===== src/pkg/wdspc_pkg.sv =====
// Package for the watchdog and soft power-off controller
package wdspc_pkg;
	localparam logic [7:0] WDSPC_CFG_IDX = 8'hf3;
	localparam logic [7:0] WDSPC_CTRL_IDX = 8'hf4;
	localparam logic [7:0] WDSPC_UNITS_IDX = 8'hf1;
	localparam logic [7:0] WDSPC_TOVAL_IDX = 8'hf2;
	localparam logic [7:0] WDSPC_DLY_IDX = 8'hb8;
	localparam logic [11:0] WDSPC_CFG_ADDR = 12'h3cc;
	localparam logic [11:0] WDSPC_CTRL_ADDR = 12'h3d0;
	localparam logic [11:0] WDSPC_UNITS_ADDR = 12'h3c4;
	localparam logic [11:0] WDSPC_TOVAL_ADDR = 12'h3c8;
	localparam logic [11:0] WDSPC_DLY_ADDR = 12'h2e0;
	localparam logic [11:0] WDSPC_IRQ_STAT_ADDR = 12'h400;
	localparam logic [11:0] WDSPC_IRQ_MASK_ADDR = 12'h404;
	localparam logic [7:0] WDSPC_CFG_RST = 8'h00;
	localparam logic [7:0] WDSPC_CTRL_RST = 8'h00;
	localparam logic [7:0] WDSPC_DLY_RST = 8'h05;
	localparam int WDSPC_B_GAME = 0;
	localparam int WDSPC_B_KBD = 1;
	localparam int WDSPC_B_MOUSE = 2;
	localparam int WDSPC_B_LEDTO = 3;
	localparam int WDSPC_B_STAT = 0;
	localparam int WDSPC_B_LEDEN = 1;
	localparam int WDSPC_B_FORCE = 2;
	localparam int WDSPC_B_KBDF = 3;
	localparam int WDSPC_B_STOP = 5;
	localparam int WDSPC_B_RESTART = 6;
	localparam int WDSPC_B_POFF = 7;
	localparam int WDSPC_B_UNITS = 7;
	localparam logic [3:0] WDSPC_MAP_OFF = 4'h0;
	localparam logic [3:0] WDSPC_MAP_IRQ1 = 4'h1;
	localparam logic [3:0] WDSPC_MAP_BAD = 4'h2;
	localparam logic [3:0] WDSPC_MAP_IRQ3 = 4'h3;
	localparam logic [3:0] WDSPC_MAP_IRQ15 = 4'hf;
	localparam int WDSPC_CLK_MHZ = 250;
	localparam int WDSPC_HALF_SEC_MS = 500;
	localparam int WDSPC_DLY_STEP_MS = 100;
	localparam int WDSPC_SEC_PER_MIN = 60;
	localparam int WDSPC_SEC_CYC = WDSPC_CLK_MHZ * 1000000;
	localparam int WDSPC_HALF_CYC = WDSPC_CLK_MHZ * 1000 * WDSPC_HALF_SEC_MS;
	localparam int WDSPC_STEP_CYC = WDSPC_CLK_MHZ * 1000 * WDSPC_DLY_STEP_MS;
	typedef struct packed {
		logic irq1;
		logic irq3;
		logic irq15;
	} wdspc_irq_type;
	typedef struct packed {
		logic to_event;
		logic poff;
	} wdspc_evt_type;
endpackage


===== src/hdl/wdspc_top.sv =====
// Watchdog timer and soft power-off controller
`timescale 1ns/1ps
module wdspc_top #(
	parameter int SEC_CYC = wdspc_pkg::WDSPC_SEC_CYC,
	parameter int HALF_CYC = wdspc_pkg::WDSPC_HALF_CYC,
	parameter int STEP_CYC = wdspc_pkg::WDSPC_STEP_CYC
) (
	input wire logic ref_clk,
	input wire logic rst_n,
	input wire logic [11:0] s_axi_awaddr,
	input wire logic s_axi_awvalid,
	output logic s_axi_awready,
	input wire logic [31:0] s_axi_wdata,
	input wire logic [3:0] s_axi_wstrb,
	input wire logic s_axi_wvalid,
	output logic s_axi_wready,
	output logic [1:0] s_axi_bresp,
	output logic s_axi_bvalid,
	input wire logic s_axi_bready,
	input wire logic [11:0] s_axi_araddr,
	input wire logic s_axi_arvalid,
	output logic s_axi_arready,
	output logic [31:0] s_axi_rdata,
	output logic [1:0] s_axi_rresp,
	output logic s_axi_rvalid,
	input wire logic s_axi_rready,
	input wire logic game_port_access,
	input wire logic kbd_irq,
	input wire logic mouse_irq,
	input wire logic kbd_ctrl_reset_out,
	input wire logic power_button,
	output logic power_indicator_output,
	output logic soft_poweroff_request,
	output wdspc_pkg::wdspc_irq_type host_irq,
	output logic irq
);
	logic [7:0] cfg_q, ctrl_q, toval_q, dly_q;
	logic units_q;
	logic [1:0] ist_q, imask_q;
	logic aw_hold_q, w_hold_q;
	logic [11:0] awaddr_q;
	logic [31:0] wdata_q;
	logic [3:0] wstrb_q;
	logic [2:0] game_s_q, kbd_s_q, mouse_s_q, p20_s_q, btn_s_q;
	logic force_q, restart_q, stop_q, poff_q;
	logic [31:0] sec_cnt_q, half_cnt_q, step_cnt_q;
	logic [5:0] min_cnt_q;
	logic [7:0] wd_cnt_q, dly_cnt_q;
	logic dly_run_q, blink_q;
	wdspc_pkg::wdspc_irq_type host_irq_q;
	logic pwr_ind_q, poff_out_q, irq_q;
	logic do_wr, wr_ctrl, reload, to_trig, sec_tick, unit_tick, expire;
	logic half_tick, step_tick;
	logic aw_hold_d, w_hold_d, bvalid_d, awready_q, wready_q, arready_q, dly_stop_q;
	wdspc_pkg::wdspc_evt_type evt;

	// Pins pass two flops; third is history for edges
	always_ff @(posedge ref_clk) begin
		if (!rst_n) begin
			game_s_q <= 3'h0;
			kbd_s_q <= 3'h0;
			mouse_s_q <= 3'h0;
			p20_s_q <= 3'h0;
			btn_s_q <= 3'h0;
		end else begin
			game_s_q <= {game_s_q[1:0], game_port_access};
			kbd_s_q <= {kbd_s_q[1:0], kbd_irq};
			mouse_s_q <= {mouse_s_q[1:0], mouse_irq};
			p20_s_q <= {p20_s_q[1:0], kbd_ctrl_reset_out};
			btn_s_q <= {btn_s_q[1:0], power_button};
		end
	end

	// AXI write: address and data in any order
	// Readies built from next state so they leave flops
	always_comb begin
		aw_hold_d = aw_hold_q || (s_axi_awvalid && s_axi_awready);
		w_hold_d = w_hold_q || (s_axi_wvalid && s_axi_wready);
		bvalid_d = s_axi_bvalid && !s_axi_bready;
		if (do_wr) begin
			aw_hold_d = 1'b0;
			w_hold_d = 1'b0;
			bvalid_d = 1'b1;
		end
	end
	always_ff @(posedge ref_clk) begin
		if (!rst_n) begin
			aw_hold_q <= 1'b0;
			w_hold_q <= 1'b0;
			awaddr_q <= 12'h000;
			wdata_q <= 32'h0;
			wstrb_q <= 4'h0;
			s_axi_bvalid <= 1'b0;
			awready_q <= 1'b0;
			wready_q <= 1'b0;
		end else begin
			if (s_axi_awvalid && s_axi_awready) begin
				awaddr_q <= s_axi_awaddr;
			end
			if (s_axi_wvalid && s_axi_wready) begin
				wdata_q <= s_axi_wdata;
				wstrb_q <= s_axi_wstrb;
			end
			aw_hold_q <= aw_hold_d;
			w_hold_q <= w_hold_d;
			s_axi_bvalid <= bvalid_d;
			awready_q <= !aw_hold_d && !bvalid_d;
			wready_q <= !w_hold_d && !bvalid_d;
		end
	end
	assign s_axi_awready = awready_q;
	assign s_axi_wready = wready_q;
	assign s_axi_bresp = 2'b00;
	assign do_wr = aw_hold_q && w_hold_q && !s_axi_bvalid;
	assign wr_ctrl = do_wr && wstrb_q[0] && awaddr_q[11:2] == wdspc_pkg::WDSPC_CTRL_ADDR[11:2];

	// AXI read; unmapped reads return zero with OKAY
	always_ff @(posedge ref_clk) begin
		if (!rst_n) begin
			s_axi_rvalid <= 1'b0;
			s_axi_rdata <= 32'h0;
			arready_q <= 1'b0;
		end else if (s_axi_arvalid && s_axi_arready) begin
			s_axi_rvalid <= 1'b1;
			arready_q <= 1'b0;
			case (s_axi_araddr[11:2])
				wdspc_pkg::WDSPC_CFG_ADDR[11:2]: s_axi_rdata <= {24'h0, cfg_q};
				// Control read shows status, stop flag, enables
				wdspc_pkg::WDSPC_CTRL_ADDR[11:2]: s_axi_rdata <= {24'h0, 2'b00, dly_stop_q, 1'b0,
					ctrl_q[wdspc_pkg::WDSPC_B_KBDF], 1'b0, ctrl_q[wdspc_pkg::WDSPC_B_LEDEN],
					ctrl_q[wdspc_pkg::WDSPC_B_STAT]};
				wdspc_pkg::WDSPC_UNITS_ADDR[11:2]: s_axi_rdata <= {24'h0, units_q, 7'h00};
				wdspc_pkg::WDSPC_TOVAL_ADDR[11:2]: s_axi_rdata <= {24'h0, toval_q};
				wdspc_pkg::WDSPC_DLY_ADDR[11:2]: s_axi_rdata <= {24'h0, dly_q};
				wdspc_pkg::WDSPC_IRQ_STAT_ADDR[11:2]: s_axi_rdata <= {30'h0, ist_q};
				wdspc_pkg::WDSPC_IRQ_MASK_ADDR[11:2]: s_axi_rdata <= {30'h0, imask_q};
				default: s_axi_rdata <= 32'h0;
			endcase
		end else if (s_axi_rvalid && s_axi_rready) begin
			s_axi_rvalid <= 1'b0;
			arready_q <= 1'b1;
		end else begin
			arready_q <= !s_axi_rvalid;
		end
	end
	assign s_axi_arready = arready_q;
	assign s_axi_rresp = 2'b00;

	always_ff @(posedge ref_clk) begin
		if (!rst_n) begin
			cfg_q <= wdspc_pkg::WDSPC_CFG_RST;
			units_q <= 1'b0;
			toval_q <= 8'h00;
			dly_q <= wdspc_pkg::WDSPC_DLY_RST;
			imask_q <= 2'h0;
		end else if (do_wr && wstrb_q[0]) begin
			case (awaddr_q[11:2])
				wdspc_pkg::WDSPC_CFG_ADDR[11:2]: cfg_q <= wdata_q[7:0];
				wdspc_pkg::WDSPC_UNITS_ADDR[11:2]: units_q <= wdata_q[wdspc_pkg::WDSPC_B_UNITS];
				wdspc_pkg::WDSPC_TOVAL_ADDR[11:2]: toval_q <= wdata_q[7:0];
				wdspc_pkg::WDSPC_DLY_ADDR[11:2]: dly_q <= wdata_q[7:0];
				wdspc_pkg::WDSPC_IRQ_MASK_ADDR[11:2]: imask_q <= wdata_q[1:0];
				default: ;
			endcase
		end
	end

	always_ff @(posedge ref_clk) begin
		if (!rst_n) begin
			force_q <= 1'b0;
			restart_q <= 1'b0;
			stop_q <= 1'b0;
			poff_q <= 1'b0;
		end else begin
			force_q <= wr_ctrl && wdata_q[wdspc_pkg::WDSPC_B_FORCE];
			restart_q <= wr_ctrl && wdata_q[wdspc_pkg::WDSPC_B_RESTART];
			stop_q <= wr_ctrl && wdata_q[wdspc_pkg::WDSPC_B_STOP];
			poff_q <= wr_ctrl && wdata_q[wdspc_pkg::WDSPC_B_POFF];
		end
	end

	// edge pulse ORed with force bit
	assign to_trig = force_q || (ctrl_q[wdspc_pkg::WDSPC_B_KBDF] && p20_s_q[1] && !p20_s_q[2]);
	assign reload = (cfg_q[wdspc_pkg::WDSPC_B_GAME] && game_s_q[1] && !game_s_q[2])
		|| (cfg_q[wdspc_pkg::WDSPC_B_KBD] && kbd_s_q[1] && !kbd_s_q[2])
		|| (cfg_q[wdspc_pkg::WDSPC_B_MOUSE] && mouse_s_q[1] && !mouse_s_q[2]);

	// Time bases: seconds, minutes, half seconds, delay steps
	assign sec_tick = sec_cnt_q == 32'(SEC_CYC - 1);
	assign half_tick = half_cnt_q == 32'(HALF_CYC - 1);
	assign step_tick = step_cnt_q == 32'(STEP_CYC - 1);
	assign unit_tick = sec_tick && (units_q || min_cnt_q == 6'(wdspc_pkg::WDSPC_SEC_PER_MIN - 1));
	always_ff @(posedge ref_clk) begin
		if (!rst_n) begin
			sec_cnt_q <= 32'h0;
			half_cnt_q <= 32'h0;
			step_cnt_q <= 32'h0;
			min_cnt_q <= 6'h00;
		end else begin
			sec_cnt_q <= (sec_tick || reload) ? 32'h0 : sec_cnt_q + 32'h1;
			half_cnt_q <= half_tick ? 32'h0 : half_cnt_q + 32'h1;
			step_cnt_q <= (step_tick || restart_q) ? 32'h0 : step_cnt_q + 32'h1;
			if (reload || unit_tick) begin
				min_cnt_q <= 6'h00;
			end else if (sec_tick) begin
				min_cnt_q <= min_cnt_q + 6'h01;
			end
		end
	end

	assign expire = toval_q != 8'h00 && unit_tick && wd_cnt_q == toval_q - 8'h01;
	always_ff @(posedge ref_clk) begin
		if (!rst_n) begin
			wd_cnt_q <= 8'h00;
		end else if (reload || expire || toval_q == 8'h00) begin
			wd_cnt_q <= 8'h00;
		end else if (unit_tick && !ctrl_q[wdspc_pkg::WDSPC_B_STAT]) begin
			wd_cnt_q <= wd_cnt_q + 8'h01;
		end
	end

	// status flag; a timeout wins over a clear
	always_ff @(posedge ref_clk) begin
		if (!rst_n) begin
			ctrl_q <= wdspc_pkg::WDSPC_CTRL_RST;
		end else begin
			if (wr_ctrl) begin
				ctrl_q[wdspc_pkg::WDSPC_B_STAT] <= wdata_q[wdspc_pkg::WDSPC_B_STAT];
				ctrl_q[wdspc_pkg::WDSPC_B_LEDEN] <= wdata_q[wdspc_pkg::WDSPC_B_LEDEN];
				ctrl_q[wdspc_pkg::WDSPC_B_KBDF] <= wdata_q[wdspc_pkg::WDSPC_B_KBDF];
			end
			if (expire || to_trig) begin
				ctrl_q[wdspc_pkg::WDSPC_B_STAT] <= 1'b1;
			end
		end
	end

	// stop ends delay; restart from zero
	always_ff @(posedge ref_clk) begin
		if (!rst_n) begin
			dly_run_q <= 1'b0;
			dly_cnt_q <= 8'h00;
		end else if (stop_q) begin
			dly_run_q <= 1'b0;
		end else if (restart_q || (btn_s_q[1] && !btn_s_q[2])) begin
			dly_run_q <= 1'b1;
			dly_cnt_q <= 8'h00;
		end else if (dly_run_q && step_tick) begin
			if (dly_cnt_q + 8'h01 >= dly_q) begin
				dly_run_q <= 1'b0;
			end
			dly_cnt_q <= dly_cnt_q + 8'h01;
		end
	end
	// stop flag reads zero until a stop
	always_ff @(posedge ref_clk) begin
		if (!rst_n) begin
			dly_stop_q <= 1'b0;
		end else if (stop_q) begin
			dly_stop_q <= 1'b1;
		end else if (restart_q || (btn_s_q[1] && !btn_s_q[2])) begin
			dly_stop_q <= 1'b0;
		end
	end
	assign evt.to_event = expire || to_trig;
	assign evt.poff = poff_q || (dly_run_q && step_tick && !stop_q && !restart_q
		&& dly_cnt_q + 8'h01 >= dly_q);

	// blink on timeout; blink on enable
	always_ff @(posedge ref_clk) begin
		if (!rst_n) begin
			blink_q <= 1'b0;
			pwr_ind_q <= 1'b0;
		end else begin
			if (half_tick) begin
				blink_q <= !blink_q;
			end
			if (ctrl_q[wdspc_pkg::WDSPC_B_LEDEN]
				|| (cfg_q[wdspc_pkg::WDSPC_B_LEDTO] && ctrl_q[wdspc_pkg::WDSPC_B_STAT])) begin
				pwr_ind_q <= blink_q;
			end else begin
				pwr_ind_q <= 1'b1;
			end
		end
	end

	// interrupt routing; invalid codes drive none
	always_ff @(posedge ref_clk) begin
		if (!rst_n) begin
			host_irq_q <= '0;
		end else begin
			host_irq_q.irq1 <= ctrl_q[wdspc_pkg::WDSPC_B_STAT] && cfg_q[7:4] == wdspc_pkg::WDSPC_MAP_IRQ1;
			host_irq_q.irq3 <= ctrl_q[wdspc_pkg::WDSPC_B_STAT] && cfg_q[7:4] == wdspc_pkg::WDSPC_MAP_IRQ3;
			host_irq_q.irq15 <= ctrl_q[wdspc_pkg::WDSPC_B_STAT] && cfg_q[7:4] == wdspc_pkg::WDSPC_MAP_IRQ15;
		end
	end

	// Sticky events; set wins over write-one clear
	always_ff @(posedge ref_clk) begin
		if (!rst_n) begin
			ist_q <= 2'h0;
			poff_out_q <= 1'b0;
			irq_q <= 1'b0;
		end else begin
			if (do_wr && wstrb_q[0] && awaddr_q[11:2] == wdspc_pkg::WDSPC_IRQ_STAT_ADDR[11:2]) begin
				ist_q <= (ist_q & ~wdata_q[1:0]) | {evt.poff, evt.to_event};
			end else begin
				ist_q <= ist_q | {evt.poff, evt.to_event};
			end
			poff_out_q <= evt.poff;
			irq_q <= |(ist_q & imask_q);
		end
	end
	assign host_irq = host_irq_q;
	assign power_indicator_output = pwr_ind_q;
	assign soft_poweroff_request = poff_out_q;
	assign irq = irq_q;

	property p_force;
		@(posedge ref_clk) disable iff (!rst_n) force_q |=> ctrl_q[wdspc_pkg::WDSPC_B_STAT];
	endproperty
	a_force: assert property (p_force) else $error("force did not set status");
	property p_kbdf;
		@(posedge ref_clk) disable iff (!rst_n)
			(p20_s_q[1] && !p20_s_q[2] && ctrl_q[wdspc_pkg::WDSPC_B_KBDF]) |=> ctrl_q[wdspc_pkg::WDSPC_B_STAT];
	endproperty
	a_kbdf: assert property (p_kbdf) else $error("edge did not time out");
	property p_selfclr;
		@(posedge ref_clk) disable iff (!rst_n) force_q |=> !force_q || $past(wr_ctrl);
	endproperty
	a_selfclr: assert property (p_selfclr) else $error("force bit stuck");
	property p_poff;
		@(posedge ref_clk) disable iff (!rst_n) poff_q |=> soft_poweroff_request;
	endproperty
	a_poff: assert property (p_poff) else $error("no power-down");
	property p_stop;
		@(posedge ref_clk) disable iff (!rst_n) stop_q |=> !dly_run_q && !soft_poweroff_request;
	endproperty
	a_stop: assert property (p_stop) else $error("stop did not halt delay");
	property p_restart;
		@(posedge ref_clk) disable iff (!rst_n) (restart_q && !stop_q) |=> dly_run_q && dly_cnt_q == 8'h00;
	endproperty
	a_restart: assert property (p_restart) else $error("restart failed");
	property p_irq15;
		@(posedge ref_clk) disable iff (!rst_n)
			(ctrl_q[wdspc_pkg::WDSPC_B_STAT] && cfg_q[7:4] == wdspc_pkg::WDSPC_MAP_IRQ15 && $stable(cfg_q))
			|=> host_irq.irq15 && !host_irq.irq1;
	endproperty
	a_irq15: assert property (p_irq15) else $error("bad irq routing");
	property p_reload;
		@(posedge ref_clk) disable iff (!rst_n) reload |=> wd_cnt_q == 8'h00;
	endproperty
	a_reload: assert property (p_reload) else $error("reload ignored");
	property p_off;
		@(posedge ref_clk) disable iff (!rst_n) (toval_q == 8'h00 && !to_trig && !wr_ctrl
			&& !ctrl_q[wdspc_pkg::WDSPC_B_STAT]) |=> !ctrl_q[wdspc_pkg::WDSPC_B_STAT];
	endproperty
	a_off: assert property (p_off) else $error("disabled timer expired");
	c_force: cover property (@(posedge ref_clk) disable iff (!rst_n) force_q);
	c_expire: cover property (@(posedge ref_clk) disable iff (!rst_n) expire);
	c_poff: cover property (@(posedge ref_clk) disable iff (!rst_n) evt.poff);
	c_reload: cover property (@(posedge ref_clk) disable iff (!rst_n) reload);
endmodule // wdspc_top


===== config.mk =====
export PLATFORM = sky130hd
export DESIGN_NAME = wdspc_top
export DESIGN_NICKNAME = d
export VERILOG_FILES = /design/src/pkg/wdspc_pkg.sv /design/src/hdl/wdspc_top.sv
export SDC_FILE = /design/constraint.sdc
export NUM_CORES = 1
export LEC_CHECK = 0
export BUFFER_PORTS_ARGS = -buffer_cell sky130_fd_sc_hd__buf_2
export CAP_MARGIN = 5
export CORE_UTILIZATION = 60
export DETAILED_ROUTE_END_ITERATION = 12
export PLACE_DENSITY = 0.82
export SLEW_MARGIN = 20
export SYNTH_ARGS = -nofsm -noshare
export SYNTH_HDL_FRONTEND = slang
export SYNTH_SLANG_ARGS = --single-unit

===== constraint.sdc =====
create_clock -name ref_clk -period 4.7 [get_ports ref_clk]
set_input_delay 0.94 -clock ref_clk [delete_from_list [all_inputs] [get_ports ref_clk]]
set_output_delay 0.94 -clock ref_clk [all_outputs]
set_load 0.05 [all_outputs]

# Yosys cells after proc, flatten, opt, wreduce, memory -nomap -nowiden
# Cells that the tools add are included.
[op_classes]
eq_ne = 22
addsub = 7
mux = 18
reduce_logical = 89
magnitude_cmp = 1
bitwise = 7
[op_table]
columns = ["operator", "count"]
rows = [
  ["$eq 10x8->1 const B", 10],
  ["$add 32x1->32 const B", 3],
  ["$pmux 8 s7", 1],
  ["$eq 10x9->1 const B", 4],
  ["$logic_and 1x1->1", 37],
  ["$eq 32x25->1 const B", 1],
  ["$eq 32x27->1 const B", 1],
  ["$eq 32x28->1 const B", 1],
  ["$add 8x1->8 const B", 2],
  ["$mux 8", 2],
  ["$reduce_or 2->1", 8],
  ["$logic_not 1->1", 15],
  ["$logic_or 1x1->1", 15],
  ["$mux 1", 14],
  ["$reduce_and 2->1", 7],
  ["$reduce_bool 2->1", 5],
  ["$eq 8x8->1", 1],
  ["$ge 8x8->1", 1],
  ["$logic_not 8->1", 1],
  ["$reduce_bool 8->1", 1],
  ["$sub 8x1->8 const B", 1],
  ["$add 6x1->6 const B", 1],
  ["$eq 6x6->1 const B", 1],
  ["$and 2x2->2", 2],
  ["other kinds (7)", 9],
]
[word_totals]
output_inout_bits = 47
input_bits = 72
word_cells = 187
register_bits = 238

# Depth between registers and ports, before layout
# Gate-level depths: netlist (run 1).
[logic_depth]
ltp_word = 8
ltp_mapped = 12
mapped_depth_nobuf = 11

# Worst setup path before layout (run 1)
# OpenSTA, ideal clock, no wires.
[synth_path]
path_type = "flip-flop to flip-flop"
start = "register s_axi_bvalid"
end = "register ctrl_q[0]"
arrival_ns = 2.281
setup_ns = 0.120
setup_slack_ns = 2.299
n_path_buf = 0
t_required_ns = 4.580
period_less_slack_ns = 2.401
path_stages_with_launch = 6
cell_sequence = "dfxtp_1 > nand4b_1 > or3_1 > nor4b_2 > mux2_2 > o31a_1"
[synth_via]
elab_chain_len = 5
[synth_lines]
columns = ["element", "line", "source"]
rows = [
  ["start, declared", "wdspc_top.sv:18", "output logic s_axi_bvalid,"],
  ["start signal, assigned", "wdspc_top.sv:106", "s_axi_bvalid <= bvalid_d;"],
  ["$logic_not 1->1", "wdspc_top.sv:114", "assign do_wr = aw_hold_q && w_hold_q && !s_axi_bvalid;"],
  ["$logic_and 1x1->1", "wdspc_top.sv:114", ""],
  ["$logic_and 1x1->1 (2 in a row)", "wdspc_top.sv:115", "assign wr_ctrl = do_wr && wstrb_q[0] && awaddr_q[11:2] == wdspc_pkg::WDSPC_CTRL_ADDR[11:2];"],
  ["$reduce_bool 2->1 (no line)", "-", ""],
  ["end signal, assigned", "wdspc_top.sv:225", "ctrl_q <= wdspc_pkg::WDSPC_CTRL_RST;"],
  ["end signal, assigned by index", "wdspc_top.sv:228", "ctrl_q[wdspc_pkg::WDSPC_B_STAT] <= wdata_q[wdspc_pkg::WDSPC_B_STAT];"],
  ["end signal, assigned by index", "wdspc_top.sv:229", "ctrl_q[wdspc_pkg::WDSPC_B_LEDEN] <= wdata_q[wdspc_pkg::WDSPC_B_LEDEN];"],
  ["end, declared", "wdspc_top.sv:37", "logic [7:0] cfg_q, ctrl_q, toval_q, dly_q;"],
]
# No other way between the ends.
# A chain may end at the register's enable or synchronous reset.

# Worst setup path after layout (run 1)
[layout_path]
start = "register w_hold_q"
end = "register ctrl_q[0]"
[layout_via]
elab_chain_len = 5
[layout_lines]
columns = ["element", "line", "source"]
rows = [
  ["start, declared", "wdspc_top.sv:40", "logic aw_hold_q, w_hold_q;"],
  ["start signal, assigned", "wdspc_top.sv:105", "w_hold_q <= w_hold_d;"],
  ["$logic_and 1x1->1 (2 in a row)", "wdspc_top.sv:114", ""],
  ["$logic_and 1x1->1 (2 in a row)", "wdspc_top.sv:115", ""],
  ["$reduce_bool 2->1 (no line)", "-", ""],
]
# No other way between the ends.

==> impl_metrics.py, run 1 <==
metrics = {
    "outcome": {
        "status": "complete, no violations",
    },
    "synth": {
        "synth_cell_types": 63,
        "synth_edf_count": 0,
        "ys_ff_latch": 212,
        "ys.warnings.count": 0,
        "synthArstFlopShare_pct": 0,
        "ys_seq_area_share_pct": 43.1,
        "yosys.area.top_type_share_pct": 43.1,
        "synthCells": 1131,
        "synth_area_per_cell_um2": 8.70,
        "yosys-top-cells-area": "dfxtp_1 43%, xor2_1 5.7%, nand2_1 5.5%, nor2_1 5.3%, xnor2_1 4.4%",
        "synthFlopType": "dfxtp_1",
        "syn-cell-area_um2": 9840,
        "yosys.area.top_type": "dfxtp_1",
    },
    "die": {
        "io_pins": 119,
        "die_x_um": 130,
        "die_y_um": 130,
        "start_util_pct": 61.7,
        "core_um2": 15900,
        "dieArea_um2": 16900,
        "fp-row-count": 46,
    },
    "timing": {
        "fin_tns_setup_ns": 0,
        "worst_pin_slew_ns": 1.03,
        "slew_headroom_pct": 31.0,
        "period_share_pct": 53.9,
        "setup_ws_ns": 2.17,
        "period_needed_ns": 2.53,
        "setup_viol": 0,
        "finalHoldViolCount": 0,
        "fmax_mhz": 395,
        "finalMaxSlewViolations": 0,
        "fin_skew_ns": 0.0257,
        "rsz0062_at_grt": "false",
    },
    "routing": {
        "drt-total-wl_mm": 19.8,
        "vias_per_cell": 5.51,
        "first_iter_violations": 422,
        "wl_per_cell_um": 14.1,
        "ant_nets": 0,
        "drcViolationCount": 0,
        "dr.pass1.iters": 5,
        "vias": 7771,
    },
    "global_route": {
        "grt_remaining_overflow": 0,
        "grt_pass1_vias": 6881,
        "antenna_found_initial": 1,
        "grt_util_all_layers_pct": 23.6,
        "grt_max_degree": 93,
        "grt_pass1_wl_mm": 32.4,
    },
    "clocking": {
        "htree_levels": 1,
        "worstSkewPairLatency_ns": 0.52,
        "cts_setup_buffers": 0,
        "cts_buffers": 23,
        "postCtsHoldBufs": 0,
        "cts_tree": "built",
        "clk_path_buf_depth": 3,
        "clkSinkCount": 212,
        "cts_resized": 0,
        "cts-root-buf": "clkbuf_16",
        "clkSlewWorstSetupHoldPaths_ns": 0.06,
    },
    "pwr": {
        "max-vdd-ir-drop_uv": 379,
        "p_leak_nw": 4.20,
        "power_density_nw_per_um2": 357,
    },
    "setup_path": {
        "rr_endpoint": "ctrl_q[0]",
        "crit_arrival_ns": 2.95,
        "rrSetupSlack_ns": 2.17,
        "r2r-start": "w_hold_q",
        "required_ns": 5.11,
        "crit_chain": "nand4b_1 -> or3_1 -> nor4b_2 -> mux2_2 -> o31a_1",
        "critPathMaxFanout": 7,
        "cp-start-kind": "flip-flop",
        "path_class": "reg -> reg",
        "cpPeakStageDelay_ns": 0.66,
        "critPathCaptureType": "flip-flop",
        "critPathSlowestCell": "nor4b_2",
        "reg2reg_depth": 5,
    },
    "finish": {
        "syn_to_final_growth_pct": 11.4,
        "drive_above_1_share_pct": 10.9,
        "fin_util_pct": 68.8,
        "finalNonFillerCells": 1410,
        "nets": 1263,
    },
    "min_path": {
        "min-delay-start": "p20_s_q[0]",
        "holdPathStages": 1,
        "hold_class": "reg -> reg",
        "holdPathEnd": "p20_s_q[1]",
    },
    "place": {
        "hpwl_mm": 13.7,
        "portBuffers": 59,
        "place.gp.congestion": 0.854,
        "pre_cts_ws_ns": 1.98,
        "post-place-cells": 1367,
    },
    "job": {
        "cap_violations": 0,
    },
}
[power by group]
group / internal (mW) / switching [mW]
Combinational: 0.0445 / 0.123
Clock: 1.17 / 0.734
Sequential: 1.82 / 0.0243
Total: 3.04 / 0.881
[state kept, by name (all words and copies together) (netlist names), 6 cells and up]
register / count
awaddr_q: 10
dly_cnt_q: 8
sec_cnt_q: 32
step_cnt_q: 32
cfg_q: 8
min_cnt_q: 6
wdata_q: 8
wd_cnt_q: 8
half_cnt_q: 32
toval_q: 8
dly_q: 8
s_axi_rdata: 8
[per-stage QoR]
| step | cell area (um^2) | power [mW] | hold WS [ns] |
|---|---|---|---|
| 2_1_floorplan | 9950 | 2.03 | 0.412 |
| 3_3_place_gp | 10100 | 2.05 | 0.418 |
| 3_5_place_dp | 10100 | 2.05 | 0.422 |
| 4_1_cts | 11000 | 3.94 | 0.440 |
| 5_1_grt | 11000 | 4.04 | 0.447 |
| 6_report | 11000 | 3.92 | 0.435 |
[area by class of cell]
class | count | area, um^2
Antenna cell | 1 | 2.50
Clock buffer | 32 | 669
Clock inverter | 10 | 148
Fill cell | 1261 | 4980
Inverter | 21 | 78.8
Multi-Input combinational cell | 857 | 5240
Sequential cell | 212 | 4240
Tap cell | 216 | 270
Timing Repair Buffer | 61 | 310
[how the worst max path moves through the flow]
stage | from | endpoint
floorplan | s_axi_bvalid | ctrl_q[0]
global placement | rst_n | step_cnt_q[14]
detailed placement | rst_n | wd_cnt_q[7]
CTS | half_cnt_q[0] | half_cnt_q[10]
global route | w_hold_q | ctrl_q[0]
finish | w_hold_q | ctrl_q[0]
[critical path, delay by kind of cell (launching register included)]
family | cells | cell delay (ns)
AOI/OAI and AO/OA | 1 | 0.26
DFF | 1 | 0.41
muxes | 1 | 0.41
and+or+nand+nor | 3 | 1.34
[cell families after synthesis]
group	Yosys count	synth area share [%]
other	1	0.0381
adder cells (fa/ha/maj)	15	1.91
AND/OR/NAND/NOR	560	29.1
XOR/XNOR	113	10.1
buffers and inverters	89	4.77
flip-flops	212	43.1
multiplexers	28	2.97
AO/OA/AOI/OAI	113	8.10
[layer usage]
| layer | vias to the layer above | part of all wire, % | track usage (%) |
|---|---|---|---|
| met5 | - | 0 | 0 |
| met4 | 0 | 2.0 | 6.77 |
| met3 | 30 | 4.6 | 3.28 |
| met2 | 181 | 46 | 38.9 |
| met1 | 3620 | 47 | 32.3 |
| li1 | 3940 | - | - |
[placed cells by master (no fill, tap or decap), types with 21 or more instances in the layout]
master,netlist,final
a21boi_0,40,40
inv_1,21,21
clkbuf_16,0,23
nand4_1,27,27
dfxtp_1,212,212
conb_1,1,28
nand3_1,57,57
o21ai_0,26,26
nor2_1,139,139
and3_1,31,31
and2_1,30,30
xor2_1,64,64
xnor2_1,49,49
buf_2,5,59
nor3_1,27,27
nand2_1,144,144
[synth_stat cells (7+ instances only)]
cell and number:
a21boi_0 40, a21oi_1 14, and2_1 30, and3_1 31, and4_1 15, buf_4 29
clkbuf_1 29, dfxtp_1 212, ha_1 15, inv_1 21, mux2_2 10, mux2i_1 18
nand2_1 144, nand2b_1 7, nand3_1 57, nand4_1 27, nor2_1 139, nor2b_1 20
nor3_1 27, nor4_1 17, nor4b_1 9, o21ai_0 26, or3_1 7, xnor2_1 49
xor2_1 64
No activity file was read; power rests on OpenSTA's default activity.
==> run 2, diff against run 1 <==
--- a/config.mk
+++ b/config.mk
@@ -7,9 +7,9 @@
 export LEC_CHECK = 0
 export BUFFER_PORTS_ARGS = -buffer_cell sky130_fd_sc_hd__buf_2
 export CAP_MARGIN = 5
-export CORE_UTILIZATION = 60
+export CORE_UTILIZATION = 53
 export DETAILED_ROUTE_END_ITERATION = 12
-export PLACE_DENSITY = 0.82
+export PLACE_DENSITY = 0.77
 export SLEW_MARGIN = 20
 export SYNTH_ARGS = -nofsm -noshare
 export SYNTH_HDL_FRONTEND = slang
==> constraint.sdc (replaced) <==
create_clock -name ref_clk -period 2.25 [get_ports ref_clk]
set_input_delay 0.45 -clock ref_clk [delete_from_list [all_inputs] [get_ports ref_clk]]
set_output_delay 0.45 -clock ref_clk [all_outputs]
set_load 0.05 [all_outputs]
==> run 2 against run 1 <==
The flow now finishes with violations (DRC). Design area is 4.7% higher. Routed wire length is 2.9% higher. Utilization is 5.3 points lower. Sequential power is 110% higher. Clock skew is 0.0095 ns lower. Non-clock buffer count is 55 higher.
==> impl_metrics.py, run 2 (same netlist as run 1, synthesis figures left out) <==
metrics = {
    "outcome": {
        "status": "finished with violations",
        "violations": "DRC",
    },
    "min_path": {
        "hold_class": "in -> reg",
    },
    "routing": {
        "wl_per_cell_um": 13.8,
        "vias": 7858,
        "vias_per_cell": 5.32,
        "ant_nets": 0,
        "drt-total-wl_mm": 20.4,
        "first_iter_violations": 515,
        "dr.pass1.iters": 9,
        "drcViolationCount": 12,
    },
    "setup_path": {
        "rrSetupSlack_ns": 0.02,
        "critPathTopFamily": "compound AO/OA/AOI/OAI gates",
        "cpPeakStageDelay_ns": 0.54,
        "crit_arrival_ns": 2.62,
        "path_class": "reg -> reg",
        "crit_buf_inv": 1,
        "critPathCaptureType": "flip-flop",
        "critPathSlowestCell": "or4_4",
        "critPathMaxFanout": 5,
        "required_ns": 2.65,
        "crit_chain": "or4_4 -> a211o_2 -> a21o_1 -> a31oi_4 -> nor4_4 -> buf_4 -> o31a_1",
        "cp-start-kind": "flip-flop",
    },
    "global_route": {
        "grt_pass1_wl_mm": 34.3,
        "grt_util_all_layers_pct": 21.4,
        "grt-busiest-layer": "met2",
        "grt_pass1_vias": 7255,
        "antenna_found_initial": 1,
        "grt_max_degree": 84,
        "globalRouteMet2Util_pct": 34.1,
        "met1_usage_pct": 29.9,
        "use_met3_pct": 2.87,
        "grt_remaining_overflow": 0,
    },
    "die": {
        "core_um2": 18100,
        "start_util_pct": 54.4,
        "fp-row-count": 49,
        "die_y_um": 138,
        "die_x_um": 138,
        "io_pins": 119,
        "dieArea_um2": 19100,
    },
    "timing": {
        "setup_viol": 0,
        "finalHoldViolCount": 0,
        "period_needed_ns": 2.23,
        "rsz0062_at_grt": "true",
        "fmax_mhz": 449,
        "finalHoldWorstSlack_ns": 0.134,
        "fin_skew_ns": 0.0162,
        "slew_headroom_pct": 58.5,
        "worst_pin_slew_ns": 0.619,
        "finalMaxSlewViolations": 0,
        "period_share_pct": 98.9,
    },
    "clocking": {
        "htree_levels": 1,
        "cts-root-buf": "clkbuf_16",
        "clkSlewWorstSetupHoldPaths_ns": 0.06,
        "worstSkewPairLatency_ns": 0.52,
        "clk_path_buf_depth": 3,
        "cts_buffers": 23,
        "cts_tree": "built",
        "clkSinkCount": 212,
    },
    "pwr": {
        "p_leak_nw": 4.48,
        "power_density_nw_per_um2": 698,
        "finalPower_mw": 8.02,
        "max-vdd-ir-drop_uv": 631,
    },
    "place": {
        "hpwl_mm": 14.4,
        "portBuffers": 59,
        "place.gp.congestion": 0.834,
        "post-place-cells": 1432,
    },
    "finish": {
        "drive_above_1_share_pct": 16.0,
        "syn_to_final_growth_pct": 16.6,
        "reg.largest.list": "half_cnt_q: 32 flops, sec_cnt_q: 32 flops, step_cnt_q: 32 flops",
        "finalNonFillerCells": 1477,
        "mostFrequentLayoutCells": "205 x dfxtp_1, 144 x nand2_1, 138 x nor2_1",
        "nets": 1318,
        "layout_commonest_cell": "dfxtp_1",
    },
    "job": {
        "cap_violations": 0,
    },
}
==> run 2: cell types whose count changed in the layout (fill, tap and decap cells not counted), sizes merged <==
cell / previous run / this run
clkinvlp: 0 / 1
inv: 23 / 22
clkbuf: 32 / 31
clkinv: 5 / 6
buf: 61 / 116
bufinv: 3 / 2
==> run 2: worst register-to-register path: cells and delay by family, from the launching register on <==
family                 cells  cell delay, ns
buffers and inverters      1            0.17
DFF                        1            0.33
and+or+nand+nor            2            0.61
AOI/OAI and AO/OA          4            1.00
==> run 2: through the flow <==
stage | worst slack, ns | area, um^2 | setup TNS, ns | utilization [%]
floorplan | 0.0153 | 9970 | 0 | -
global placement | 0.0190 | 10600 | 0 | 58.7
detailed placement | -0.0379 | 10600 | -0.114 | 58.7
CTS | -0.0381 | 11400 | -0.151 | 63.2
global route | -0.0682 | 11500 | -0.337 | 63.5
finish | 0.0247 | 11500 | 0 | 63.5
==> run 2: cell type report <==
cell class,instances,area (um^2)
fill,1497,6610
multi-input combinational,857,5300
sequential,212,4260
timing repair buffer,116,781
clock buffer,31,646
tap,229,287
clock inverter,10,129
inverter,21,78.8
antenna,1,2.50
==> run 2: worst paths after layout <==
path | depth (start not counted) | to | start
max | 7 | ctrl_q[0] | toval_q[1]
min | 2 | game_s_q[0] | game_port_access
max reg2reg | 7 | ctrl_q[0] | toval_q[1]
min reg2reg | 1 | btn_s_q[1] | btn_s_q[0]
==> run 2: routing by layer <==
metal / up-vias / share of wire [%]
met5: - / 0
met4: 0 / 2.8
met3: 40 / 4.7
met2: 175 / 44
met1: 3612 / 49
li1: 4031 / -
==> run 2: power by group <==
part	switching (mW)	leakage, nW	internal [mW]
clock network	1.53	0.382	2.27
logic	0.267	2.38	0.109
registers	0.0463	1.72	3.81
==> run 2: what timing repair did <==
item	in CTS	in global routing
hold buffers	0	0
resized for setup	8	13
setup buffers	3	2
setup endpoints to repair	7	10
pin swaps	8	9
